===== config.mk =====
export PLATFORM = sky130hd
export DESIGN_NAME = cbd_decode
export DESIGN_NICKNAME = d
export VERILOG_FILES = /design/src/verilog/cbd_pkg.sv /design/src/verilog/cbd_decode.sv
export VERILOG_INCLUDE_DIRS = /design/src /design/src/verilog
export SDC_FILE = /design/constraint.sdc
export NUM_CORES = 2
export LEC_CHECK = 0
export ABC_AREA = 1
export BUFFER_PORTS_ARGS = -buffer_cell sky130_fd_sc_hd__buf_2
export CAP_MARGIN = 20
export CELL_PAD_IN_SITES_DETAIL_PLACEMENT = 0
export CELL_PAD_IN_SITES_GLOBAL_PLACEMENT = 1
export CORE_ASPECT_RATIO = 1.75
export CORE_MARGIN = 3
export CORE_UTILIZATION = 25
export DETAILED_ROUTE_END_ITERATION = 8
export PLACE_DENSITY = 0.51
export SETUP_SLACK_MARGIN = 0.5
export SYNTH_ARGS = -nofsm -noshare
export SYNTH_HDL_FRONTEND = slang
export SYNTH_SLANG_ARGS = --single-unit
export TNS_END_PERCENT = 50

===== constraint.sdc =====
create_clock -name mclk -period 6.24 [get_ports mclk]
set_input_delay 0.312 -clock mclk [delete_from_list [all_inputs] [get_ports mclk]]
set_output_delay 0.312 -clock mclk [all_outputs]
set_load 0.01 [all_outputs]

===== src/verilog/cbd_cfg.svh =====
`ifndef CBD_CFG_SVH
`define CBD_CFG_SVH

// Command frame encodings
`define CBD_INIT_BC_READ    8'hC0
`define CBD_REQ_BC_READ     3'h4
`define CBD_REQ_BC_WRITE    3'h5
`define CBD_REQ_BC_REV      3'h6
`define CBD_LEN_FIXED       3'h0
`define CBD_FRAME_TYPE_BIT  7
// Chain control register
`define CBD_CHAIN_CTL_ADDR  16'h0309
`define CBD_CHAIN_CTL_RST   8'h00
`define CBD_DIR_SEL_BIT     7
// Register window held locally for reads and writes
`define CBD_REG_DEPTH       256
`define CBD_MAX_WRITE       8

`endif


===== src/verilog/cbd_pkg.sv =====
package cbd_pkg;
	typedef enum logic [2:0] {
		CBD_IDLE  = 3'b000,
		CBD_ADRH  = 3'b001,
		CBD_ADRL  = 3'b011,
		CBD_DATA  = 3'b010,
		CBD_CRC0  = 3'b110,
		CBD_CRC1  = 3'b111,
		CBD_EXEC  = 3'b101
	} cbd_state_e;

	typedef enum logic [1:0] {
		CBD_CMD_READ  = 2'h0,
		CBD_CMD_WRITE = 2'h1,
		CBD_CMD_REV   = 2'h2
	} cbd_cmd_e;

	// Byte received from a chain port
	typedef struct packed {
		logic       valid;
		logic       sof;
		logic       upper;
		logic [7:0] data;
	} cbd_rx_s;

	// Byte handed to the response transmitter
	typedef struct packed {
		logic       valid;
		logic       last;
		logic [7:0] data;
	} cbd_tx_s;
endpackage


===== src/verilog/cbd_decode.sv =====
`include "cbd_cfg.svh"

module cbd_decode
	import cbd_pkg::*;
(
	// Clock and reset
	input  wire logic    mclk,
	input  wire logic    rstn,
	input  wire logic    clk_en,
	// Decoded bytes from the chain receivers
	input  wire cbd_rx_s rx,
	// Top of chain strap and upstream response seen
	input  wire logic    top_of_chain,
	input  wire logic    above_done,
	// Response bytes and line drive
	output cbd_tx_s      tx,
	output logic         upper_chain_port_p,
	output logic         upper_chain_port_n,
	output logic         lower_chain_port_p,
	output logic         lower_chain_port_n,
	// Status
	output logic         comm_err,
	output logic         dir_sel,
	output logic [7:0]   chain_ctl_one
);

	cbd_state_e       state;
	cbd_cmd_e         cmd;
	logic [2:0]       wr_left;
	logic [7:0]       rd_len;
	logic [15:0]      addr;
	logic [7:0]       regs [0:`CBD_REG_DEPTH-1];
	logic [7:0]       rd_ptr;
	logic [8:0]       rd_left;
	logic             rd_busy;
	logic             wr_en;
	logic [7:0]       wr_data;
	logic             wrong_port;

	// Port opposite direction select: 1 -> upper expected, 0 -> lower
	assign wrong_port = rx.upper ^ dir_sel;

	//--------------------------------------------------------------
	// Frame parser
	//--------------------------------------------------------------
	always_ff @(posedge mclk)
	begin
		if (!rstn)
		begin
			state   <= CBD_IDLE;
			cmd     <= CBD_CMD_READ;
			wr_left <= 3'h0;
			rd_len  <= 8'h00;
			addr    <= 16'h0000;
		end
		else if (clk_en)
		begin
			if (rx.valid && rx.sof)
			begin
				state <= CBD_IDLE;
				if (rx.data[`CBD_FRAME_TYPE_BIT])
				begin
					unique case (rx.data[6:4])
					`CBD_REQ_BC_READ:
					begin
						// Data size field fixed at zero
						if (rx.data[2:0] == `CBD_LEN_FIXED && !wrong_port)
						begin
							cmd   <= CBD_CMD_READ;
							state <= CBD_ADRH;
						end
					end
					`CBD_REQ_BC_WRITE:
					begin
						if (!wrong_port)
						begin
							cmd     <= CBD_CMD_WRITE;
							wr_left <= rx.data[2:0];
							state   <= CBD_ADRH;
						end
					end
					`CBD_REQ_BC_REV:
					begin
						// Accepted only from the opposite side
						if (rx.data[2:0] == `CBD_LEN_FIXED && wrong_port)
						begin
							cmd     <= CBD_CMD_REV;
							wr_left <= 3'h0;
							state   <= CBD_ADRH;
						end
					end
					default:
						state <= CBD_IDLE;
					endcase
				end
			end
			else if (rx.valid)
			begin
				unique case (state)
				CBD_IDLE, CBD_EXEC:
					state <= CBD_IDLE;
				CBD_ADRH:
				begin
					addr[15:8] <= rx.data;
					state      <= CBD_ADRL;
				end
				CBD_ADRL:
				begin
					addr[7:0] <= rx.data;
					state     <= CBD_DATA;
				end
				CBD_DATA:
				begin
					if (cmd == CBD_CMD_READ)
					begin
						rd_len <= rx.data;
						state  <= CBD_CRC0;
					end
					else
					begin
						addr <= addr + 16'h0001;
						if (wr_left == 3'h0)
							state <= CBD_CRC0;
						else
							wr_left <= wr_left - 3'h1;
					end
				end
				CBD_CRC0:
					state <= CBD_CRC1;
				CBD_CRC1:
					state <= CBD_EXEC;
				endcase
			end
			else if (state == CBD_EXEC)
				state <= CBD_IDLE;
		end
	end

	//--------------------------------------------------------------
	// Communication error flag (no collision check exists)
	//--------------------------------------------------------------
	always_ff @(posedge mclk)
	begin
		if (!rstn)
			comm_err <= 1'b0;
		else if (clk_en && rx.valid && rx.sof && wrong_port
		         && rx.data[6:4] != `CBD_REQ_BC_REV)
			comm_err <= 1'b1;
	end

	//--------------------------------------------------------------
	// Register writes, including the chain control register
	//--------------------------------------------------------------
	assign wr_en   = rx.valid && !rx.sof && state == CBD_DATA
	                 && cmd != CBD_CMD_READ;
	assign wr_data = rx.data;

	always_ff @(posedge mclk)
	begin
		if (clk_en && wr_en)
			regs[addr[7:0]] <= wr_data;
	end

	always_ff @(posedge mclk)
	begin
		if (!rstn)
			chain_ctl_one <= `CBD_CHAIN_CTL_RST;
		else if (clk_en && wr_en && addr == `CBD_CHAIN_CTL_ADDR)
			chain_ctl_one <= wr_data;
	end

	assign dir_sel = chain_ctl_one[`CBD_DIR_SEL_BIT];

	//--------------------------------------------------------------
	// Broadcast read response, ordered down the chain
	//--------------------------------------------------------------
	always_ff @(posedge mclk)
	begin
		if (!rstn)
		begin
			rd_busy <= 1'b0;
			rd_ptr  <= 8'h00;
			rd_left <= 9'h000;
			tx      <= '0;
		end
		else if (clk_en)
		begin
			tx.valid <= 1'b0;
			tx.last  <= 1'b0;
			if (state == CBD_EXEC && cmd == CBD_CMD_READ)
			begin
				rd_busy <= 1'b1;
				rd_ptr  <= addr[7:0];
				rd_left <= {1'b0, rd_len} + 9'h001;
			end
			else if (rd_busy && (top_of_chain || above_done))
			begin
				tx.valid <= 1'b1;
				tx.data  <= regs[rd_ptr];
				tx.last  <= rd_left == 9'h001;
				rd_ptr   <= rd_ptr + 8'h01;
				rd_left  <= rd_left - 9'h001;
				if (rd_left == 9'h001)
					rd_busy <= 1'b0;
			end
		end
	end

	//--------------------------------------------------------------
	// Differential line drive of the response bit
	//--------------------------------------------------------------
	always_ff @(posedge mclk)
	begin
		if (!rstn)
		begin
			upper_chain_port_p <= 1'b0;
			upper_chain_port_n <= 1'b1;
			lower_chain_port_p <= 1'b0;
			lower_chain_port_n <= 1'b1;
		end
		else if (clk_en)
		begin
			upper_chain_port_p <= tx.data[0];
			upper_chain_port_n <= ~tx.data[0];
			lower_chain_port_p <= tx.data[0];
			lower_chain_port_n <= ~tx.data[0];
		end
	end
endmodule


# Word level (Yosys, flattened, before mapping)
# Memories as Yosys holds them, arrays and structs flattened. A register that Yosys moved wholly into a read port is not among the register bits.
# Cells that the tools add are included.
[totals]
output_inout_bits = 24
word_cells = 129
latch_bits = 0
rom_bits = 0
inputBits = 16
n_memories = 1
ramBits = 2048
ff_bits = 71
[op_classes]
addsub = 5
n_mul = 0
n_reduce_logical = 40
n_bitwise = 4
shift = 0
n_eq_ne = 23
n_mux = 40
magnitude_cmp = 0
n_div = 0
[mem_list]
columns = ["memory", "words", "word_bits", "rd", "rd_ports_with_merged_regs", "wr", "line_no", "text"]
rows = [
  ["regs", 256, 8, 1, 1, 1, "cbd_decode.sv:32", "logic [7:0] regs [0:`CBD_REG_DEPTH-1];"],
]
[op_table]
columns = ["operator", "count"]
rows = [
  ["$mux 3", 14],
  ["$mux 8", 4],
  ["$pmux 8 s2", 2],
  ["$mux 10", 2],
  ["$eq 3x3->1 const B", 6],
  ["$mux 9", 2],
  ["$pmux 3 s6", 1],
  ["$add 16x1->16 const B", 1],
  ["$eq 16x10->1 const B", 1],
  ["$mux 16", 1],
  ["$reduce_and 5->1", 3],
  ["$logic_and 1x1->1", 14],
  ["$ne 2x2->1 const B", 7],
  ["$reduce_bool 2->1", 7],
  ["$add 8x1->9 const B", 1],
  ["$eq 9x1->1 const B", 1],
  ["$logic_not 3->1", 3],
  ["$ne 3x3->1 const B", 3],
  ["$pmux 3 s3", 1],
  ["$reduce_and 3->1", 3],
  ["$reduce_and 9->1", 1],
  ["$sub 9x1->9 const B", 1],
  ["$add 8x1->8 const B", 1],
  ["$mux 1", 8],
  ["other kinds (17)", 24],
]

# Depth between registers and ports, before layout
[depth]
ltp_word = 7
ltp_mapped = 17
depth_no_buf = 13

# Worst setup path before layout
# OpenSTA, ideal clock, no wires.
[synth_path]
kind = "register to register"
startpoint = "reg addr[0]"
endpoint = "mem regs[63][0], enable pin"
path_stages_with_launch = 8
synth_period_minus_slack_ns = 2.366
setup_time_ns = 0.395
path_buffers = 0
required_time_ns = 5.845
t_arrival_ns = 1.972
slack_ns = 3.874
cell_sequence = "dfxtp_1 > ha_1 > inv_1 > nor2_1 > clkinv_1 > nor2_1 > inv_1 > nor4_1"
[synth_lines]
columns = ["element", "line_no", "text"]
rows = [
  ["from (decl)", "cbd_decode.sv:31", "logic [15:0] addr;"],
  ["from (signal assigned)", "cbd_decode.sv:109", "addr[7:0] <= rx.data;"],
  ["from (signal assigned)", "cbd_decode.sv:121", "addr <= addr + 16'h0001;"],
  ["to (decl)", "cbd_decode.sv:32", ""],
]
# Straight into the memory's write port.

==> impl_results.md <==
* Status: complete, no violations
* Largest net degree at the start of global routing at 154
* Antenna viol nets, final at 0
* Register Area at ~63000 sq um
* Peak supply drop at 227 uV
* Setup_tns at 0 ns
* H-tree lvl count at 4
* Critical Path AT at 4.81 ns
* Post-route clock period utilization at 0.640
* Fraction of registers with async set/reset at 0
* Root buffer cell: clkbuf_16
* Sequential-to-total area share from yosys stat at 0.726
* DP HPWL at approximately 170000 um
* Count of input and output buffers at 39
* Tot GR Track Use at 0.161
* DP Cell Count at 11700
* Core Area at 345000 sq um
* Int Pwr at ~22 mW
* Vias at 56400
* Total grt overflow at 0
* DRT Pass-1 Iters at 7
* Initial antenna violation count at 7
* Routed WL per cell at 24.1 um
* # DRC at 0
* Fraction of layout cells with a size suffix above 1 at 0.0657
* Via density at 4.65
* Initial Util at 0.252
* Syn-to-layout area delta at 13.0%
* Power per Cell Area at ~290 nW/um^2
* P_sw at 6.01 mW
* Fillers at approximately 36000
* #FFs+latches synth at 2127
* Top-count cell post-synth: nand2_1
* Clk Latency, worst-skew pair at 0.87 ns
* Mapped Cells at around 7500
* Number of placement rows at 285
* Post-synth EDFFs at 2048
* Fmax at 251 MHz
* Avg Cell Area, Syn at ~12 sq um
* Number of global-route vias before repair at 56500
* DRC violation total after the first TritonRoute iteration at 4168
* Comb power frac at 0.025
* Multi-input gate area at ~21000 sq um
* Global placer's final weighted congestion at 0.800
* TritonCTS clock tree: built
* Final Instance Count excl. Fillers at ~12000
* Fin crit period at 3.99 ns
* Switching share of power at 0.213
* Endpoints failing setup at 0
* Top Ports at 40
* Total leakage power at 32.6 nW
* Ranking of synthesized cells by area: edfxtp_1 (71%), nand3_1 (12%), nand2_1 (9.5%), dfxtp_1 (1.8%), buf_2 (1.6%)
* Clk pin slew, worst setup/hold paths at 0.07 ns
* RSZ-0062 raised after global routing: no
* Final WL at 292000 um
* Synthesized area at roughly 87000 sq um
* Num CTS Buffers at 197
* Top_reg_cell synth: edfxtp_1
* Synth unique cells at 44
* Worst setup EP type: flip-flop
* Clock Skew at 0.0590 ns
* Crit-path max FO at 125
* Cell taking the most area after synthesis: edfxtp_1
* Nets at between 7000 and 8000
* Part of the power in registers at 0.555
* Max transition margin at 0.270
* CP Class: flip-flop to flip-flop
* Yosys Warn Count at 0
* Critical Path Source Type: flip-flop
* Die area at 355000 sq um
* Commonest cells in the synthesized netlist: nand2_1 (2189), edfxtp_1 (2048), nand3_1 (2043)
* Worst Tran Pin Value at 1.10 ns
* Final max-slew violation count at 0
* Post-CTS Setup Inserts at 0
* Width of the die at 452 um
* First-pass GRT wire length at 417000 um
* Critical Path RT at 7.06 ns
* Max Cap Viol at 0
* CTS max path bufs at 4
* Hold Crit Class: input port to flip-flop
* Clock Sinks at roughly 2100
* Clock power share at 0.420
* Syn Nets at 7520
* Die Ht at around 800 um
* Synth top area share at 0.708
* Final Hold Vio Count at 0
-- sequential cells by signal, summed over array words and instances (netlist names), named ones only --
register,cells
state,3
lower_chain_port_p,1
lower_chain_port_n,1
wr_left,3
comm_err,1
rd_busy,1
addr,16
rd_len,8
rd_left,9
chain_ctl_one,8
regs,2048
cmd,2
tx,10
rd_ptr,8
-- final cells by class --
cell class / instances / share of cell area
antenna: 5 / 0.000127
timing repair buffer: 183 / 0.0177
inverter: 87 / 0.00359
clock inverter: 109 / 0.00868
sequential: 2127 / 0.643
clock buffer: 246 / 0.0534
tap: 4592 / 0.0585
multi-input combinational: 4772 / 0.215
-- per-stage QoR --
| stage | util | setup slack (ns) | power [mW] | cell area (sq um) | hold slack (ns) |
|---|---|---|---|---|---|
| finish | 0.284 | 2.25 | 28.2 | 98200 | 0.107 |
| global route | 0.284 | 2.05 | 29.1 | 98200 | 0.155 |
| CTS | 0.284 | 2.24 | 28.6 | 98100 | 0.0240 |
| detailed placement | 0.266 | 2.24 | 16.7 | 91900 | 0.447 |
| global placement | 0.266 | 2.19 | 16.7 | 91800 | 0.449 |
| floorplan | - | 3.87 | 16.2 | 86900 | 0.411 |
-- kinds of logic (layout without fill, tap and decap cells) --
kind of cell / Yosys count / after routing / synth area share
buffers and inverters: 595 / 625 / 0.0316
adder cells (fa/ha/maj): 10 / 10 / 0.00144
AO/OA/AOI/OAI: 164 / 164 / 0.0105
other: 0 / 5 / 0
flip-flops: 2127 / 2127 / 0.726
XOR/XNOR: 14 / 14 / 0.00141
AND/OR/NAND/NOR: 4584 / 4584 / 0.229
-- worst paths after layout --
kind              slack [ns]          from  endpoint  depth (start not counted)
setup / recovery        2.25     flip-flop     tx[0]                         14
hold / removal          0.11  top_of_chain     tx[9]                          6
setup reg to reg        2.25     flip-flop     tx[0]                         14
hold reg to reg         0.46        cmd[1]    cmd[1]                          2
-- layout by cell type (no fill, tap or decap), drive strengths merged, types with 10 or more instances in the layout --
master       count
inv             89
clkbuf         246
o21ai           67
nor3            15
nand2         2191
buf            167
a21oi           60
a31oi           17
ha              10
dlygate4sd3     16
dfxtp           79
nor2           318
edfxtp        2048
nand3         2044
bufinv          12
clkinv          89
-- metal layers --
metal,part of all wire,vias up,track usage
met5,0.000058,-,0
met4,0.044,2,0.0653
met3,0.031,402,0.0141
met2,0.53,1206,0.302
met1,0.39,28500,0.186
li1,-,26200,-
-- critical path: stages (launching register included) --
cell and delay (ns):
dfxtp_4 0.75, buf_4 0.66, buf_12 0.49, nand2_1 0.17, nand3_1 0.16, nand3_1 0.09
nand3_1 0.09, nand3_1 0.30, nand3_1 0.20, nand3_1 0.31, nand2_1 0.16, nand2_1 0.06
nand3_1 0.13, nand2_1 0.06, inv_1 0.07
-- power by group through the flow --
stage / clock (mW) / combinational [mW] / sequential, mW
final: 11.9 / 0.705 / 15.6
after global routing: 12.7 / 0.769 / 15.6
after CTS: 12.2 / 0.729 / 15.6
after detailed placement: 0 / 0.720 / 16.0
after global placement: 0 / 0.714 / 16.0
after floorplan: 0 / 0.247 / 16.0
-- timing repair --
item                                   CTS  global route
endpoints found under the hold margin  390             0
hold buffers                            16             0
resized for setup                        0             0
Note: power is estimated with default switching activity, not from simulation.
